`config.mk`:
```
export PLATFORM = sky130hd
export DESIGN_NAME = dpvd_video_dma
export DESIGN_NICKNAME = d
export VERILOG_FILES = /design/src/dpvd_pkg.sv /design/src/dpvd_video_dma.sv
export SDC_FILE = /design/constraint.sdc
export NUM_CORES = 1
export LEC_CHECK = 0
export BUFFER_PORTS_ARGS = -buffer_cell sky130_fd_sc_hd__buf_2
export CAP_MARGIN = 15
export CORE_MARGIN = 3
export CORE_UTILIZATION = 37
export DETAILED_ROUTE_END_ITERATION = 16
export PLACE_DENSITY_LB_ADDON = 0.08
export SYNTH_ARGS = -nofsm -noshare
export SYNTH_HDL_FRONTEND = slang
export SYNTH_SLANG_ARGS = --single-unit
```
`constraint.sdc`:
```
create_clock -name aclk -period 2.42 [get_ports aclk]
set_clock_uncertainty 0.05 [all_clocks]
set_input_delay 0.363 -clock aclk [delete_from_list [all_inputs] [get_ports aclk]]
set_output_delay 0.363 -clock aclk [all_outputs]
set_load 0.02 [all_outputs]
```
`src/dpvd_pkg.sv`:
```
// dual-panel video dma: register map, field layout, state and bus carriers
// assumes a single memory clock and a 32-bit axi4-lite register bus
// Function
// - first quadword fetched feeds upper panel, second feeds lower panel
// - straddling cursor: vstart ends the lower panel span, vend starts the upper span
// - straddling cursor shows lower from display_vstart, upper up to display_vend
// - in dual-panel mode fetches are always issued as pairs
// - writing bit 7 of video_dma_control selects duplex mode
// - video_dma_control bit 5 enables dma, bit 7 duplex, rest undefined
// - duplex fetches two quadwords, from up_ptr then lo_ptr, two streams
// - duplex transfers are single quadwords, pointers step by 0x10
// - upper pointer may sit in lower half; streams wrap within buffer
// - pointer equal to buffer end carries last flag at bit 30, honoured
package dpvd_pkg;

  localparam int AW = 12;

  localparam logic [AW-1:0] OFS_FB_START = 12'h1C0;
  localparam logic [AW-1:0] OFS_FB_END   = 12'h1C4;
  localparam logic [AW-1:0] OFS_UP_PTR   = 12'h1C8;
  localparam logic [AW-1:0] OFS_LO_PTR   = 12'h1CC;
  localparam logic [AW-1:0] OFS_CUR_VS   = 12'h1D0;
  localparam logic [AW-1:0] OFS_CUR_VE   = 12'h1D4;
  localparam logic [AW-1:0] OFS_DSP_VS   = 12'h1D8;
  localparam logic [AW-1:0] OFS_DSP_VE   = 12'h1DC;
  localparam logic [AW-1:0] OFS_CTRL     = 12'h1E0;
  localparam logic [AW-1:0] OFS_UP_CUR   = 12'h1E4;
  localparam logic [AW-1:0] OFS_LO_CUR   = 12'h1E8;

  localparam int CTRL_EN_BIT   = 5;
  localparam int CTRL_DUP_BIT  = 7;
  localparam int PTR_LAST_BIT  = 30;
  localparam int CUR_MODE_LO   = 13;
  localparam int RASTER_W      = 13;

  localparam logic [31:0] PTR_ADDR_MASK = 32'h3FFF_FFF0;
  localparam logic [31:0] QWORD_STEP    = 32'h0000_0010;

  localparam logic [1:0] CUR_OFF      = 2'h0;
  localparam logic [1:0] CUR_UPPER    = 2'h1;
  localparam logic [1:0] CUR_LOWER    = 2'h2;
  localparam logic [1:0] CUR_STRADDLE = 2'h3;

  localparam logic [1:0] RESP_OKAY   = 2'h0;
  localparam logic [1:0] RESP_SLVERR = 2'h2;

  typedef enum logic [1:0] {
    DPVD_IDLE,
    DPVD_FETCH_UP,
    DPVD_FETCH_LO
  } dpvd_fsm_e;

  typedef struct packed {
    logic          awvalid;
    logic [AW-1:0] awaddr;
    logic          wvalid;
    logic [31:0]   wdata;
    logic [3:0]    wstrb;
    logic          bready;
    logic          arvalid;
    logic [AW-1:0] araddr;
    logic          rready;
  } dpvd_axil_req_s;

  typedef struct packed {
    logic        awready;
    logic        wready;
    logic        bvalid;
    logic [1:0]  bresp;
    logic        arready;
    logic        rvalid;
    logic [31:0] rdata;
    logic [1:0]  rresp;
  } dpvd_axil_rsp_s;

  typedef struct packed {
    logic           aw_ok;
    logic [AW-1:0]  aw_addr;
    logic           w_ok;
    logic [31:0]    wdata;
    logic [3:0]     wstrb;
    dpvd_axil_rsp_s rsp;
    logic [7:0]     ctrl;
    logic [31:0]    fb_start;
    logic [31:0]    fb_end;
    logic [31:0]    up_init;
    logic [31:0]    lo_init;
    logic [31:0]    cur_vs;
    logic [31:0]    cur_ve;
    logic [31:0]    dsp_vs;
    logic [31:0]    dsp_ve;
    dpvd_fsm_e      fsm;
    logic           pend;
    logic [31:0]    up_ptr;
    logic [31:0]    lo_ptr;
    logic           up_last;
    logic           lo_last;
    logic           fetch_valid;
    logic [31:0]    fetch_addr;
    logic           fetch_lower;
    logic           show_up;
    logic           show_lo;
  } dpvd_state_s;

  localparam dpvd_state_s ST_RESET = '0;

endpackage

```
`src/dpvd_video_dma.sv`:
```
// dual-panel video dma sequencer with axi4-lite register slave
// assumes memory accepts one fetch address per fetch_valid/fetch_ready handshake
//
// Decided for this implementation: register access over AXI4-Lite.
`timescale 1ns/1ps
module dpvd_video_dma (
  input  wire logic                             aclk,
  input  wire logic                             aresetn,
  input  wire dpvd_pkg::dpvd_axil_req_s         axil_req,
  output dpvd_pkg::dpvd_axil_rsp_s              axil_rsp,
  input  wire logic                             vid_req,
  output logic                                  fetch_valid,
  output logic [31:0]                           fetch_addr,
  output logic                                  fetch_lower,
  input  wire logic                             fetch_ready,
  input  wire logic [dpvd_pkg::RASTER_W-1:0]    panel_raster,
  output logic                                  cursor_show_upper,
  output logic                                  cursor_show_lower
);

  dpvd_pkg::dpvd_state_s st_reg;
  dpvd_pkg::dpvd_state_s st_next;

  function automatic logic [31:0] merge_bytes(input logic [31:0] old_v, input logic [31:0] new_v,
                                              input logic [3:0] strb);
    logic [31:0] r;
    r = old_v;
    for (int i = 0; i < 4; i++) begin
      if (strb[i]) begin
        r[8*i +: 8] = new_v[8*i +: 8];
      end
    end
    return r;
  endfunction

  // wrap to buffer start at the end mark or the software last flag
  function automatic logic [31:0] step_ptr(input logic [31:0] ptr, input logic last,
                                           input logic [31:0] fb_s, input logic [31:0] fb_e);
    logic [31:0] r;
    r = ptr + dpvd_pkg::QWORD_STEP;
    if (last || (ptr == (fb_e & dpvd_pkg::PTR_ADDR_MASK))) begin
      r = fb_s & dpvd_pkg::PTR_ADDR_MASK;
    end
    return r;
  endfunction

  logic                          en;
  logic                          dup;
  logic [1:0]                    cur_mode;
  logic [dpvd_pkg::RASTER_W-1:0] r_cvs;
  logic [dpvd_pkg::RASTER_W-1:0] r_cve;
  logic [dpvd_pkg::RASTER_W-1:0] r_dvs;
  logic [dpvd_pkg::RASTER_W-1:0] r_dve;
  logic                          fetch_taken;

  assign en          = st_reg.ctrl[dpvd_pkg::CTRL_EN_BIT];
  assign dup         = st_reg.ctrl[dpvd_pkg::CTRL_DUP_BIT];
  assign cur_mode    = st_reg.cur_vs[dpvd_pkg::CUR_MODE_LO +: 2];
  assign r_cvs       = st_reg.cur_vs[dpvd_pkg::RASTER_W-1:0];
  assign r_cve       = st_reg.cur_ve[dpvd_pkg::RASTER_W-1:0];
  assign r_dvs       = st_reg.dsp_vs[dpvd_pkg::RASTER_W-1:0];
  assign r_dve       = st_reg.dsp_ve[dpvd_pkg::RASTER_W-1:0];
  assign fetch_taken = st_reg.fetch_valid && fetch_ready;

  ////////////////////////////////////////////////////////////////////////////
  always_comb begin
    logic [31:0] rd;
    logic        hit;
    logic [31:0] ctrl_w;
    rd      = '0;
    hit     = 1'b1;
    ctrl_w  = '0;
    st_next = st_reg;

    // register slave: address and data may arrive in either order
    if (axil_req.awvalid && st_reg.rsp.awready) begin
      st_next.aw_ok   = 1'b1;
      st_next.aw_addr = axil_req.awaddr;
    end
    if (axil_req.wvalid && st_reg.rsp.wready) begin
      st_next.w_ok  = 1'b1;
      st_next.wdata = axil_req.wdata;
      st_next.wstrb = axil_req.wstrb;
    end
    if (st_reg.rsp.bvalid && axil_req.bready) begin
      st_next.rsp.bvalid = 1'b0;
    end
    if (st_reg.aw_ok && st_reg.w_ok) begin
      st_next.aw_ok         = 1'b0;
      st_next.w_ok          = 1'b0;
      st_next.rsp.bvalid    = 1'b1;
      st_next.rsp.bresp     = dpvd_pkg::RESP_OKAY;
      unique case (st_reg.aw_addr)
        dpvd_pkg::OFS_CTRL: begin
          ctrl_w       = merge_bytes({24'h000000, st_reg.ctrl}, st_reg.wdata, st_reg.wstrb);
          st_next.ctrl = ctrl_w[7:0];
        end
        dpvd_pkg::OFS_FB_START: st_next.fb_start = merge_bytes(st_reg.fb_start, st_reg.wdata, st_reg.wstrb);
        dpvd_pkg::OFS_FB_END:   st_next.fb_end   = merge_bytes(st_reg.fb_end, st_reg.wdata, st_reg.wstrb);
        dpvd_pkg::OFS_UP_PTR:   st_next.up_init  = merge_bytes(st_reg.up_init, st_reg.wdata, st_reg.wstrb);
        dpvd_pkg::OFS_LO_PTR:   st_next.lo_init  = merge_bytes(st_reg.lo_init, st_reg.wdata, st_reg.wstrb);
        dpvd_pkg::OFS_CUR_VS:   st_next.cur_vs   = merge_bytes(st_reg.cur_vs, st_reg.wdata, st_reg.wstrb);
        dpvd_pkg::OFS_CUR_VE:   st_next.cur_ve   = merge_bytes(st_reg.cur_ve, st_reg.wdata, st_reg.wstrb);
        dpvd_pkg::OFS_DSP_VS:   st_next.dsp_vs   = merge_bytes(st_reg.dsp_vs, st_reg.wdata, st_reg.wstrb);
        dpvd_pkg::OFS_DSP_VE:   st_next.dsp_ve   = merge_bytes(st_reg.dsp_ve, st_reg.wdata, st_reg.wstrb);
        default:                st_next.rsp.bresp = dpvd_pkg::RESP_SLVERR;
      endcase
    end

    if (st_reg.rsp.rvalid && axil_req.rready) begin
      st_next.rsp.rvalid = 1'b0;
    end
    if (axil_req.arvalid && st_reg.rsp.arready) begin
      unique case (axil_req.araddr)
        dpvd_pkg::OFS_CTRL:     rd = {24'h000000, st_reg.ctrl};
        dpvd_pkg::OFS_FB_START: rd = st_reg.fb_start;
        dpvd_pkg::OFS_FB_END:   rd = st_reg.fb_end;
        dpvd_pkg::OFS_UP_PTR:   rd = st_reg.up_init;
        dpvd_pkg::OFS_LO_PTR:   rd = st_reg.lo_init;
        dpvd_pkg::OFS_CUR_VS:   rd = st_reg.cur_vs;
        dpvd_pkg::OFS_CUR_VE:   rd = st_reg.cur_ve;
        dpvd_pkg::OFS_DSP_VS:   rd = st_reg.dsp_vs;
        dpvd_pkg::OFS_DSP_VE:   rd = st_reg.dsp_ve;
        dpvd_pkg::OFS_UP_CUR:   rd = st_reg.up_ptr;
        dpvd_pkg::OFS_LO_CUR:   rd = st_reg.lo_ptr;
        default:                hit = 1'b0;
      endcase
      st_next.rsp.rvalid = 1'b1;
      st_next.rsp.rdata  = rd;
      st_next.rsp.rresp  = hit ? dpvd_pkg::RESP_OKAY : dpvd_pkg::RESP_SLVERR;
    end
    st_next.rsp.awready = !st_next.aw_ok && !st_next.rsp.bvalid;
    st_next.rsp.wready  = !st_next.w_ok && !st_next.rsp.bvalid;
    st_next.rsp.arready = !st_next.rsp.rvalid;

    ////////////////////////////////////////////////////////////////////////////
    // fetch sequencer
    if (vid_req) begin
      st_next.pend = 1'b1;
    end
    if (!en) begin
      st_next.fsm         = dpvd_pkg::DPVD_IDLE;
      st_next.pend        = 1'b0;
      st_next.fetch_valid = 1'b0;
      st_next.up_ptr      = st_reg.up_init & dpvd_pkg::PTR_ADDR_MASK;
      st_next.lo_ptr      = st_reg.lo_init & dpvd_pkg::PTR_ADDR_MASK;
      st_next.up_last     = st_reg.up_init[dpvd_pkg::PTR_LAST_BIT];
      st_next.lo_last     = st_reg.lo_init[dpvd_pkg::PTR_LAST_BIT];
    end else begin
      unique case (st_reg.fsm)
        dpvd_pkg::DPVD_IDLE: begin
          if (vid_req || st_reg.pend) begin
            st_next.pend        = 1'b0;
            st_next.fsm         = dpvd_pkg::DPVD_FETCH_UP;
            st_next.fetch_valid = 1'b1;
            st_next.fetch_addr  = st_reg.up_ptr;
            st_next.fetch_lower = 1'b0;
          end
        end
        dpvd_pkg::DPVD_FETCH_UP: begin
          if (fetch_taken) begin
            st_next.up_ptr  = step_ptr(st_reg.up_ptr, st_reg.up_last, st_reg.fb_start, st_reg.fb_end);
            st_next.up_last = 1'b0;
            if (dup) begin
              st_next.fsm         = dpvd_pkg::DPVD_FETCH_LO;
              st_next.fetch_addr  = st_reg.lo_ptr;
              st_next.fetch_lower = 1'b1;
            end else begin
              st_next.fsm         = dpvd_pkg::DPVD_IDLE;
              st_next.fetch_valid = 1'b0;
            end
          end
        end
        dpvd_pkg::DPVD_FETCH_LO: begin
          if (fetch_taken) begin
            st_next.lo_ptr      = step_ptr(st_reg.lo_ptr, st_reg.lo_last, st_reg.fb_start, st_reg.fb_end);
            st_next.lo_last     = 1'b0;
            st_next.fsm         = dpvd_pkg::DPVD_IDLE;
            st_next.fetch_valid = 1'b0;
          end
        end
      endcase
    end

    ////////////////////////////////////////////////////////////////////////////
    // cursor placement per panel
    unique case (cur_mode)
      dpvd_pkg::CUR_STRADDLE: begin
        st_next.show_lo = (panel_raster >= r_dvs) && (panel_raster < r_cvs);
        st_next.show_up = (panel_raster >= r_cve) && (panel_raster < r_dve);
      end
      dpvd_pkg::CUR_LOWER: begin
        st_next.show_lo = (panel_raster >= r_cvs) && (panel_raster < r_cve);
        st_next.show_up = 1'b0;
      end
      default: begin
        st_next.show_lo = 1'b0;
        st_next.show_up = (panel_raster >= r_cvs) && (panel_raster < r_cve);
      end
    endcase
  end

  always_ff @(posedge aclk) begin
    if (!aresetn) begin
      st_reg <= dpvd_pkg::ST_RESET;
    end else begin
      st_reg <= st_next;
    end
  end

  assign axil_rsp          = st_reg.rsp;
  assign fetch_valid       = st_reg.fetch_valid;
  assign fetch_addr        = st_reg.fetch_addr;
  assign fetch_lower       = st_reg.fetch_lower;
  assign cursor_show_upper = st_reg.show_up;
  assign cursor_show_lower = st_reg.show_lo;

  ////////////////////////////////////////////////////////////////////////////
  property p_pair_follows;
    @(posedge aclk) disable iff (!aresetn)
    (en && dup && st_reg.fsm == dpvd_pkg::DPVD_FETCH_UP && fetch_taken) |=> (fetch_valid && fetch_lower);
  endproperty
  a_pair_follows: assert property (p_pair_follows) else $error("lower fetch did not follow upper");

  property p_upper_first;
    @(posedge aclk) disable iff (!aresetn)
    (en && st_reg.fsm == dpvd_pkg::DPVD_IDLE && vid_req) |=> (fetch_valid && !fetch_lower);
  endproperty
  a_upper_first: assert property (p_upper_first) else $error("first fetch of pair not upper");

  property p_lower_addr;
    @(posedge aclk) disable iff (!aresetn)
    (en && dup && st_reg.fsm == dpvd_pkg::DPVD_FETCH_UP && fetch_taken) |=> (fetch_addr == $past(st_reg.lo_ptr));
  endproperty
  a_lower_addr: assert property (p_lower_addr) else $error("lower fetch address wrong");

  property p_step;
    @(posedge aclk) disable iff (!aresetn)
    (en && st_reg.fsm == dpvd_pkg::DPVD_FETCH_UP && fetch_taken && !st_reg.up_last &&
     st_reg.up_ptr != (st_reg.fb_end & dpvd_pkg::PTR_ADDR_MASK))
    |=> (st_reg.up_ptr == $past(st_reg.up_ptr) + dpvd_pkg::QWORD_STEP);
  endproperty
  a_step: assert property (p_step) else $error("pointer did not step one quadword");

  property p_wrap_end;
    @(posedge aclk) disable iff (!aresetn)
    (en && st_reg.fsm == dpvd_pkg::DPVD_FETCH_LO && fetch_taken &&
     st_reg.lo_ptr == (st_reg.fb_end & dpvd_pkg::PTR_ADDR_MASK))
    |=> (st_reg.lo_ptr == (st_reg.fb_start & dpvd_pkg::PTR_ADDR_MASK));
  endproperty
  a_wrap_end: assert property (p_wrap_end) else $error("stream did not wrap at buffer end");

  property p_last_flag;
    @(posedge aclk) disable iff (!aresetn)
    (en && st_reg.fsm == dpvd_pkg::DPVD_FETCH_UP && fetch_taken && st_reg.up_last)
    |=> (st_reg.up_ptr == (st_reg.fb_start & dpvd_pkg::PTR_ADDR_MASK));
  endproperty
  a_last_flag: assert property (p_last_flag) else $error("last flag not honoured");

  property p_ctrl_write;
    @(posedge aclk) disable iff (!aresetn)
    (st_reg.aw_ok && st_reg.w_ok && st_reg.aw_addr == dpvd_pkg::OFS_CTRL && st_reg.wstrb[0])
    |=> ##1 (dup == $past(st_reg.wdata[dpvd_pkg::CTRL_DUP_BIT], 2));
  endproperty
  a_ctrl_write: assert property (p_ctrl_write) else $error("duplex bit not written");

  property p_ctrl_read;
    @(posedge aclk) disable iff (!aresetn)
    (axil_req.arvalid && axil_rsp.arready && axil_req.araddr == dpvd_pkg::OFS_CTRL)
    |=> (axil_rsp.rvalid && axil_rsp.rdata[31:8] == 24'h000000);
  endproperty
  a_ctrl_read: assert property (p_ctrl_read) else $error("control read has upper bits set");

  property p_straddle;
    @(posedge aclk) disable iff (!aresetn)
    (cur_mode == dpvd_pkg::CUR_STRADDLE && panel_raster >= r_cve && panel_raster < r_dve)
    |=> cursor_show_upper;
  endproperty
  a_straddle: assert property (p_straddle) else $error("straddling cursor missing in upper half");

  property p_straddle_lower;
    @(posedge aclk) disable iff (!aresetn)
    (cur_mode == dpvd_pkg::CUR_STRADDLE && panel_raster >= r_dvs && panel_raster < r_cvs)
    |=> cursor_show_lower;
  endproperty
  a_straddle_lower: assert property (p_straddle_lower) else $error("lower half lacks straddling cursor");

  property p_off_no_fetch;
    @(posedge aclk) disable iff (!aresetn)
    !en |=> !fetch_valid;
  endproperty
  a_off_no_fetch: assert property (p_off_no_fetch) else $error("fetch offered while dma disabled");

  property p_lower_step;
    @(posedge aclk) disable iff (!aresetn)
    (en && st_reg.fsm == dpvd_pkg::DPVD_FETCH_LO && fetch_taken && !st_reg.lo_last &&
     st_reg.lo_ptr != (st_reg.fb_end & dpvd_pkg::PTR_ADDR_MASK))
    |=> (st_reg.lo_ptr == $past(st_reg.lo_ptr) + dpvd_pkg::QWORD_STEP);
  endproperty
  a_lower_step: assert property (p_lower_step) else $error("lower pointer did not step one quadword");

  property p_upper_wrap;
    @(posedge aclk) disable iff (!aresetn)
    (en && st_reg.fsm == dpvd_pkg::DPVD_FETCH_UP && fetch_taken &&
     st_reg.up_ptr == (st_reg.fb_end & dpvd_pkg::PTR_ADDR_MASK))
    |=> (st_reg.up_ptr == (st_reg.fb_start & dpvd_pkg::PTR_ADDR_MASK));
  endproperty
  a_upper_wrap: assert property (p_upper_wrap) else $error("upper stream did not wrap at buffer end");

endmodule

```
# [Yosys cells after proc, flatten, opt, wreduce, memory -nomap -nowiden]
# Cells that the tools add are included.
[word_totals] in_bits=82 register_bits=460 wordCells=202
[op_classes] eq_ne=34 n_reduce_logical=64 n_addsub=2 muxes=37 order_cmp=6
[op_table] op="32-bit one-hot mux with 11 select lines" count=1
[op_table] op="12-bit by 9-bit equality test with 1-bit output (second input constant)" count=20
[op_table] op="32-bit 2-to-1 mux" count=4
[op_table] op="3-bit AND reduction" count=34
[op_table] op="34-bit 2-to-1 mux" count=2
[op_table] op="33-bit one-hot mux with 2 select lines" count=1
[op_table] op="65-bit 2-to-1 mux" count=1
[op_table] op="32-bit by 5-bit adder with 32-bit output (second input constant)" count=2
[op_table] op="32-bit by 30-bit equality test with 1-bit output" count=2
[op_table] op="30-bit 2-to-1 mux" count=2
[op_table] op="13-bit greater-or-equal comparator" count=3
[op_table] op="13-bit < comparator" count=3
[op_table] op="37-bit 2-to-1 mux" count=1
[op_table] op="35-bit 2-to-1 mux" count=1
[op_table] op="33-bit 2-to-1 mux" count=1
[op_table] op="13-bit 2-to-1 mux" count=1
[op_table] op="1-bit logical AND" count=12
[op_table] op="1-bit 2-to-1 mux" count=12
[op_table] op="11-bit OR reduction" count=1
[op_table] op="2-bit 2-to-1 mux" count=5
[op_table] op="2-bit inequality test (second input constant)" count=5
[op_table] op="2-bit AND reduction" count=5
[op_table] op="9-bit OR reduction" count=1
[op_table] op="2-bit equality test (second input constant)" count=3
[op_table] op="other kinds (12)" count=20

# [Longest topological paths before layout]
# Gate-level depths: netlist of run 1.
[depth] word_depth=7 depth_mapped=10 ltp_nobuf=9

# [Least setup slack after synthesis of run 1]
# Ideal clock, no wire load.
[synth_path] path_kind="flip-flop to flip-flop" startpoint="register st_reg[42] (netlist bit)" endpoint="register st_reg[66] (netlist bit)" arrival_time_ns=2.146 setup_ns=0.058 slack_ns=0.166 required_time_ns=2.312 path_stages_with_launch=10 path_cell_list="dfxtp_1 -> ha_1 -> and4_1 -> clkbuf_1 -> nand4_1 -> nor2_1 -> a41oi_1 -> a21o_1 -> a2111oi_0 -> a21o_1"
[synth_between] elab_chain_len=6 elab_cells_between_ends=7
[synth_lines] element="from (decl)" line="dpvd_video_dma.sv:21" text="dpvd_pkg::dpvd_state_s st_reg;"
[synth_lines] element="from (signal assigned)" line="dpvd_video_dma.sv:205" text="st_reg <= dpvd_pkg::ST_RESET;"
[synth_lines] element="from (signal assigned)" line="dpvd_video_dma.sv:207" text="st_reg <= st_next;"
[synth_lines] element="parallel branches: the longest is 2 deep, another holds 32-bit by 5-bit adder with 32-bit output"
[synth_lines] element="32-bit 2-to-1 mux *" line="dpvd_video_dma.sv:41" text="if (last || (ptr == (fb_e & dpvd_pkg::PTR_ADDR_MASK))) begin"
[synth_lines] element="32-bit 2-to-1 mux *" line="dpvd_video_dma.sv:175" text="if (fetch_taken) begin"
[synth_lines] element="32-bit 2-to-1 mux *" line="dpvd_video_dma.sv:150" text="unique case (st_reg.fsm)"
[synth_lines] element="65-bit 2-to-1 mux *" line="dpvd_video_dma.sv:141" text="if (!en) begin"
# Mark *: on every way between the ends. The select of a mux whose other input is x is not followed.
# A chain may end at the register's enable or synchronous reset.

# [Final worst setup path of run 1]
[layout_path] startpoint="register st_reg[316] (netlist bit)" endpoint="register st_reg[66] (netlist bit)"
[layout_between] elab_chain_len=6
[layout_lines] element="32-bit by 30-bit equality test with 1-bit output" line="dpvd_video_dma.sv:41"
[layout_lines] element="1-bit logical OR" line="dpvd_video_dma.sv:41"
[layout_lines] element="32-bit 2-to-1 mux" line="dpvd_video_dma.sv:41"
[layout_lines] element="32-bit 2-to-1 mux" line="dpvd_video_dma.sv:175"
[layout_lines] element="32-bit 2-to-1 mux" line="dpvd_video_dma.sv:150"
[layout_lines] element="65-bit 2-to-1 mux" line="dpvd_video_dma.sv:141"
# No other way between the ends. The select of a mux whose other input is x is not followed.

==> out/results.txt, run 1 <==
Sink Count = 458
Routed Antenna Nets = 0
Met3 usage = 5.10%
Post-Layout Cell Count = 4,107
Worst Tran Pin Value = 0.666 ns
Routability cong. = 0.947
CP most frequent cell = buf_4
Slew headroom = 55.6%
Tmin final = 2.40 ns
CP startpoint = st_reg[316]$_SDFFE_PN0P_
Worst Hold Class = in2reg
First-pass iteration count of the detailed router = 6
R2R Path Start = st_reg[316]$_SDFFE_PN0P_
GRT Util Overall = 30.3%
Reg area = 0.00917 mm^2
Crit path DAT = 2.87 ns
Die W = 257 um
CP endpoint = st_reg[66]$_SDFFE_PN0P_
Post-Synth Adder-Cell Area = 3.01%
Number of global-route vias before repair = 22,100
RSZ-0062 raised after global routing = yes
Layout Nets = 3,362
Synth top area share = 39.3%
Placed cell areas = 0.0262 mm^2
Die height = 257 um
Mapped Cells = 2,979
Routing usage on met2 = 45.2%
Max FFs per register = 327
Clk_lat worst skew = 0.62 ns
Detailed-route via count = 23,600
Dominant cell type by area after synthesis = dfxtp_1
Largest family of logic cells by synthesized area = compound AO/OA/AOI/OAI gates
Post-route DRC = 0
Max IR drop VDD = 0.498 mV
FILL cells = 6,274
TritonCTS clock tree = yes
Pwr Density = 596 mW/mm^2
R2R depth = 9
EDFF count, synth = 0
Slew Viols, Final = 0
I/O Pins = 159
Routed wire length = 103,000 um
Slowest-stage cell, CP = xnor2_1
Worst stage delay on the critical path = 0.38 ns
Register bit total from synthesis = 458
H-tree level count = 2
Worst-path clk slew = 0.06 ns
Leakage = 10.3 nW
CP startpoint kind = flip-flop
Tcrit/Tclk final = 99.3%
CP bufs+invs = 2
Layout cells sized above 1 = 18.9%
RR Endpoint = st_reg[66]$_SDFFE_PN0P_
Max Cap Viol = 0
Worst reg-to-reg setup slack = 0.02 ns
Root buffer cell = clkbuf_16
FP Rows = 91
Yosys cell types = 82
Worst setup path category = reg2reg
Top-count cell post-synth = nand2_1
Crit-path cells = xnor2_1, nand4_1, nor3_2, buf_4, a31oi_4, nor3_1, a2111oi_4, buf_4, a21o_1
Ys flop type = dfxtp_1
Seq/Total Area, Yosys = 39.3%
Syn_area_per_cell = 7.82 um^2
Average wire per standard cell = 25.1 um
Simple-gate area share of the yosys netlist = 19.3%
Via density = 5.74
Worst path top cell family by delay = simple AND/OR/NAND/NOR gates
Max Root-Sink Buffers = 3
Final Core Density = 46.3%
Congestion Overflow GR = 0
Yosys Warn Count = 0
Initial Utilization = 37.6%
Max Clk Rate = 0.416 GHz
Die Footprint = 0.0660 mm^2
Port Buffers = 156
Synth cell count leaders = nand2_1 (583), dfxtp_1 (458), a21oi_1 (379)
Mapped cell area = 0.0233 mm^2
Multi-input logic area = 0.0126 mm^2
First-pass GRT wire length = 151,000 um
Mux contribution to synthesized area = 5.59%
Post-synthesis compound-gate area fraction = 22.9%
Area Overhead vs Synth = 23.3%
Critical Path Fanout Max = 11
Largest net degree at the start of global routing = 109
DP Cell Count = 3,951
Main area contributors after synthesis = dfxtp_1 (39%), nand2_1 (9.4%), a21oi_1 (8.1%), o21ai_0 (4.5%), mux2i_1 (4.0%)
Stages on worst setup path = 9
GR peak layer = met2
Setup TNS = 0 ns
Detailed placement HPWL = 77,700 um
CP endpoint kind = flip-flop
Fin area = 0.0287 mm^2
Met1 Track Usage GR = 43.7%
Ys async rst share = 0%
Worst EP required = 2.89 ns
Synth Area in XOR/XNOR = 2.29%
DRC marker count from the first detailed-route iteration = 2,532
Worst hold slack = 0.256 ns
Core Area = 0.0621 mm^2
Initial antenna violation count = 4
Total clock buffers created by CTS = 53
Setup Viol. Count Final = 0
Final hold vios = 0
Status = finished, final reports clean
-- logic make-up (layout without fill, tap and decap cells) --
logic type,count (synthesis),count (layout)
and+or+nand+nor,1020,1020
AOI/OAI and AO/OA,887,887
DFF,458,458
buffers and inverters,378,666
muxes,118,118
xor gates and xnor gates,61,61
adders and majority gates,56,56
other,1,4
-- what timing repair did --
| item | in CTS | in global routing |
|---|---|---|
| hold endpoints to repair | 51 | 0 |
| hold buffers | 51 | 0 |
| pin swaps | 0 | 2 |
| gates resized for setup | 2 | 27 |
| buffers inserted | 0 | 4 |
| setup endpoints to repair | 1 | 104 |
-- layer usage --
layer | vias to the layer above | share of wire, %
met3 | 198 | 8.4
met4 | 0 | 4.1
met1 | 11400 | 45
li1 | 10900 | -
met2 | 1066 | 42
met5 | - | 0
-- tightest hold or removal path, stage by stage --
cell and delay (ns):
buf_2 0.16, buf_4 0.21, o21ai_0 0.09, a31oi_1 0.04
-- metrics by stage --
step                power [mW]  worst slack (ns)
global placement          8.65            -0.250
CTS                       17.3           0.00267
finish                    17.1            0.0161
floorplan                 8.29             0.166
detailed placement        8.66            -0.262
global route              17.7           -0.0626
-- cell type report --
| type | count | area share [%] |
|---|---|---|
| diodes | 2 | 0.0174 |
| clock buffers | 78 | 5.36 |
| clock inverters | 21 | 1.11 |
| inverters | 65 | 0.875 |
| multi-input cells | 2144 | 43.7 |
| flip-flops and latches | 458 | 31.9 |
| well taps | 837 | 3.64 |
| repair buffers | 502 | 13.4 |
-- placed cells by master, fill, tap and decap left out, drive strengths merged, types with 9 or more instances in the layout --
master / n
and3: 34
dlygate4sd3: 51
dfxtp: 458
a32o: 11
clkinv: 12
a211oi: 44
a221oi: 28
o21ai: 210
buf: 451
o31ai: 12
mux2i: 93
a31oi: 18
xnor2: 56
a22oi: 44
a21o: 36
nand2: 584
inv: 65
and4: 11
nand4: 38
nor2: 187
mux2: 17
a222oi: 13
ha: 56
clkbuf: 78
and2: 21
a22o: 27
nor3: 41
o22ai: 12
o211ai: 12
nand3: 53
a21oi: 379
nand2b: 9
-- power breakdown --
group | switching (mW) | internal [mW]
combinational | 0.505 | 0.314
clock | 3.48 | 5.08
sequential | 0.149 | 7.60
total | 4.13 | 13.0
-- worst min path at each step --
stage | end | depth (start not counted) | start
floorplan | st_reg[77]$_SDFFE_PN0P_ | 2 | st_reg[272]$_SDFFE_PN0P_
global placement | st_reg[120]$_SDFFE_PN0P_ | 2 | st_reg[120]$_SDFFE_PN0P_
detailed placement | st_reg[196]$_SDFFE_PN0P_ | 2 | st_reg[196]$_SDFFE_PN0P_
CTS | st_reg[103]$_SDFFE_PN0P_ | 6 | fetch_ready
global route | st_reg[74]$_SDFFE_PN0P_ | 4 | aresetn
finish | st_reg[74]$_SDFFE_PN0P_ | 4 | aresetn
Note: power is estimated with default switching activity, not from simulation.
==> run 2: changes to the inputs <==
--- a/config.mk
+++ b/config.mk
@@ -5,12 +5,14 @@
 export SDC_FILE = /design/constraint.sdc
 export NUM_CORES = 1
 export LEC_CHECK = 0
+export ABC_AREA = 1
 export BUFFER_PORTS_ARGS = -buffer_cell sky130_fd_sc_hd__buf_2
-export CAP_MARGIN = 15
+export CAP_MARGIN = 40
 export CORE_MARGIN = 3
 export CORE_UTILIZATION = 37
 export DETAILED_ROUTE_END_ITERATION = 16
 export PLACE_DENSITY_LB_ADDON = 0.08
+export SKIP_LAST_GASP = 1
 export SYNTH_ARGS = -nofsm -noshare
 export SYNTH_HDL_FRONTEND = slang
 export SYNTH_SLANG_ARGS = --single-unit
==> out/results.txt, run 2 <==
Status = finished, final reports clean
Most frequent cells in the layout = nand2_1 (490), dfxtp_1 (457), inv_1 (439), o21ai_0 (412), a21oi_1 (381)
Worst-path clk slew = 0.06 ns
Worst Tran Pin Value = 0.700 ns
Syn_area_per_cell = 6.91 um^2
Post-route DRC = 0
Worst Hold Class = in2reg
Slowest-stage cell, CP = nor2_1
Hold Path Origin = axil_req[26]
Routability cong. = 0.948
Mapped cell area = 0.0241 mm^2
Max Cap Viol = 0
Leakage = 10.6 nW
Placed cell areas = 0.0259 mm^2
Setup Viol. Count Final = 0
Final hold vios = 0
FP Rows = 92
Worst Hold Path EP = st_reg[421]$_SDFFE_PN0P_
Synth cell count leaders = nand2_1 (491), dfxtp_1 (458), inv_1 (439)
First-pass GRT wire length = 141,000 um
Fin area = 0.0283 mm^2
R2R Path Start = st_reg[104]$_SDFFE_PN0P_
Clk_lat worst skew = 0.63 ns
Slew headroom = 53.4%
Routed Antenna Nets = 0
Max FFs per register = 327
Final worst setup slack = 0.160 ns
Worst path top cell family by delay = buffers and inverters
DRC marker count from the first detailed-route iteration = 2,377
ANT cells = 0
Root buffer cell = clkbuf_16
Max Root-Sink Buffers = 3
Via density = 5.37
Critical Path Fanout Max = 26
Die Footprint = 0.0682 mm^2
Register bit total from synthesis = 458
Die W = 261 um
Area Overhead vs Synth = 17.6%
GRT Util Overall = 27.2%
EDFF count, synth = 0
Hold Path Depth = 3
Crit path DAT = 2.70 ns
Worst reg-to-reg setup slack = 0.16 ns
Port Buffers = 156
Total clock buffers created by CTS = 54
Tmin final = 2.26 ns
Main area contributors after synthesis = dfxtp_1 (38%), o21ai_0 (8.6%), a21oi_1 (7.9%), nand2_1 (7.6%), inv_1 (6.8%)
Congestion Overflow GR = 0
Ys async rst share = 0%
Dominant cell type by area after synthesis = dfxtp_1
CP endpoint kind = flip-flop
Crit-path cells = inv_1, ha_1, inv_2, nor2_1, inv_2, nand2_1, buf_4, o22ai_1, inv_1, a21oi_1
Detailed-route via count = 24,200
Worst stage delay on the critical path = 0.41 ns
Synth top area share = 38.0%
RR Endpoint = st_reg[80]$_SDFFE_PN0P_
First-pass iteration count of the detailed router = 6
Max IR drop VDD = 0.466 mV
Routed wire length = 94,600 um
Top-count cell post-synth = nand2_1
Largest net degree at the start of global routing = 85
Initial antenna violation count = 2
Core Area = 0.0638 mm^2
Worst EP required = 2.86 ns
Total power = 17.6 mW
CP bufs+invs = 5
I/O Pins = 159
Layout cells sized above 1 = 12.1%
Initial Utilization = 37.8%
Mapped Cells = 3,488
RSZ-0062 raised after global routing = yes
Yosys Warn Count = 0
Yosys cell types = 42
Slew Viols, Final = 0
CP startpoint kind = flip-flop
Ys flop type = dfxtp_1
Tcrit/Tclk final = 93.4%
TritonCTS clock tree = yes
Setup Fix Bufs, Post-CTS = 0
R2R depth = 10
Max Clk Rate = 0.442 GHz
H-tree level count = 2
Layout Nets = 3,749
Average wire per standard cell = 21.0 um
Pwr Density = 620 mW/mm^2
Number of global-route vias before repair = 22,200
Sink Count = 458
Seq/Total Area, Yosys = 38.0%
Commonest non-fill, non-tap cell in the layout = nand2_1
Detailed placement HPWL = 70,100 um
Die height = 261 um
Worst setup path category = reg2reg
Place WS = 0.104 ns
run 2: per-layer routing:
layer / vias up / GRT usage [%] / share of wire, %
met3: 112 / 6.30 / 9.3
li1: 11800 / - / -
met2: 937 / 39.7 / 41
met5: - / 0 / 0.024
met4: 4 / 6.28 / 2.1
met1: 11300 / 40.3 / 47
run 2: worst max-delay path by stage:
stage                                  start                         to  depth (start not counted)
CTS                  st_reg[42]$_SDFFE_PN0P_    st_reg[60]$_SDFFE_PN0P_                         10
detailed placement               axil_req[2]  axil_rsp[33]$_SDFFE_PN0P_                         11
finish              st_reg[104]$_SDFFE_PN0P_    st_reg[80]$_SDFFE_PN0P_                         10
global route        st_reg[447]$_SDFFE_PN0P_   cur_mode[0]$_SDFFE_PN0P_                          8
global placement     st_reg[42]$_SDFFE_PN0P_    st_reg[60]$_SDFFE_PN0P_                         10
floorplan           st_reg[104]$_SDFFE_PN0P_    st_reg[79]$_SDFFE_PN0P_                         11
run 2: kinds of logic after synthesis:
| logic type | count (synthesis) | synth area share (%) |
|---|---|---|
| other cells | 1 | 0.0156 |
| simple gates | 1181 | 21.8 |
| fa+ha+maj | 56 | 2.91 |
| compound gates | 983 | 21.4 |
| buf+inv | 737 | 13.3 |
| flops | 458 | 38.0 |
| xor+xnor | 72 | 2.62 |
run 2: metrics by stage:
stage / setup TNS [ns] / hold slack (ns) / std cells / utilization (%)
floorplan: 0 / 0.365 / 3489 / -
global placement: 0 / 0.382 / 4354 / 40.6
detailed placement: 0 / 0.387 / 4354 / 40.6
CTS: 0 / 0.00154 / 4502 / 44.4
global route: -0.00336 / 0.0134 / 4502 / 44.4
finish: 0 / 0.0323 / 4502 / 44.4
run 2: timing repair:
action                     CTS  global route
hold endpoints to repair    49             0
resized for setup            0             1
hold buffers                47             0
setup endpoints to repair    0             4
run 2: power by group:
part / leakage [nW] / internal, mW / switching [mW]
logic: 5.92 / 0.282 / 0.519
registers: 3.70 / 7.61 / 0.150
clock network: 0.984 / 5.52 / 3.50
run 2: area by class of cell:
type                            count  area, um^2
Clock inverter                     23         373
Inverter                          451        1700
Timing Repair Buffer              352        2660
Tap cell                          846        1060
Clock buffer                       78        1620
Multi-Input combinational cell   2294       11800
Sequential cell                   458        9170
Fill cell                        6661       35400
run 2: tightest hold or removal path: stages:
cell	delay [ns]
buf_2	0.10
o21ai_0	0.09
a21oi_1	0.11
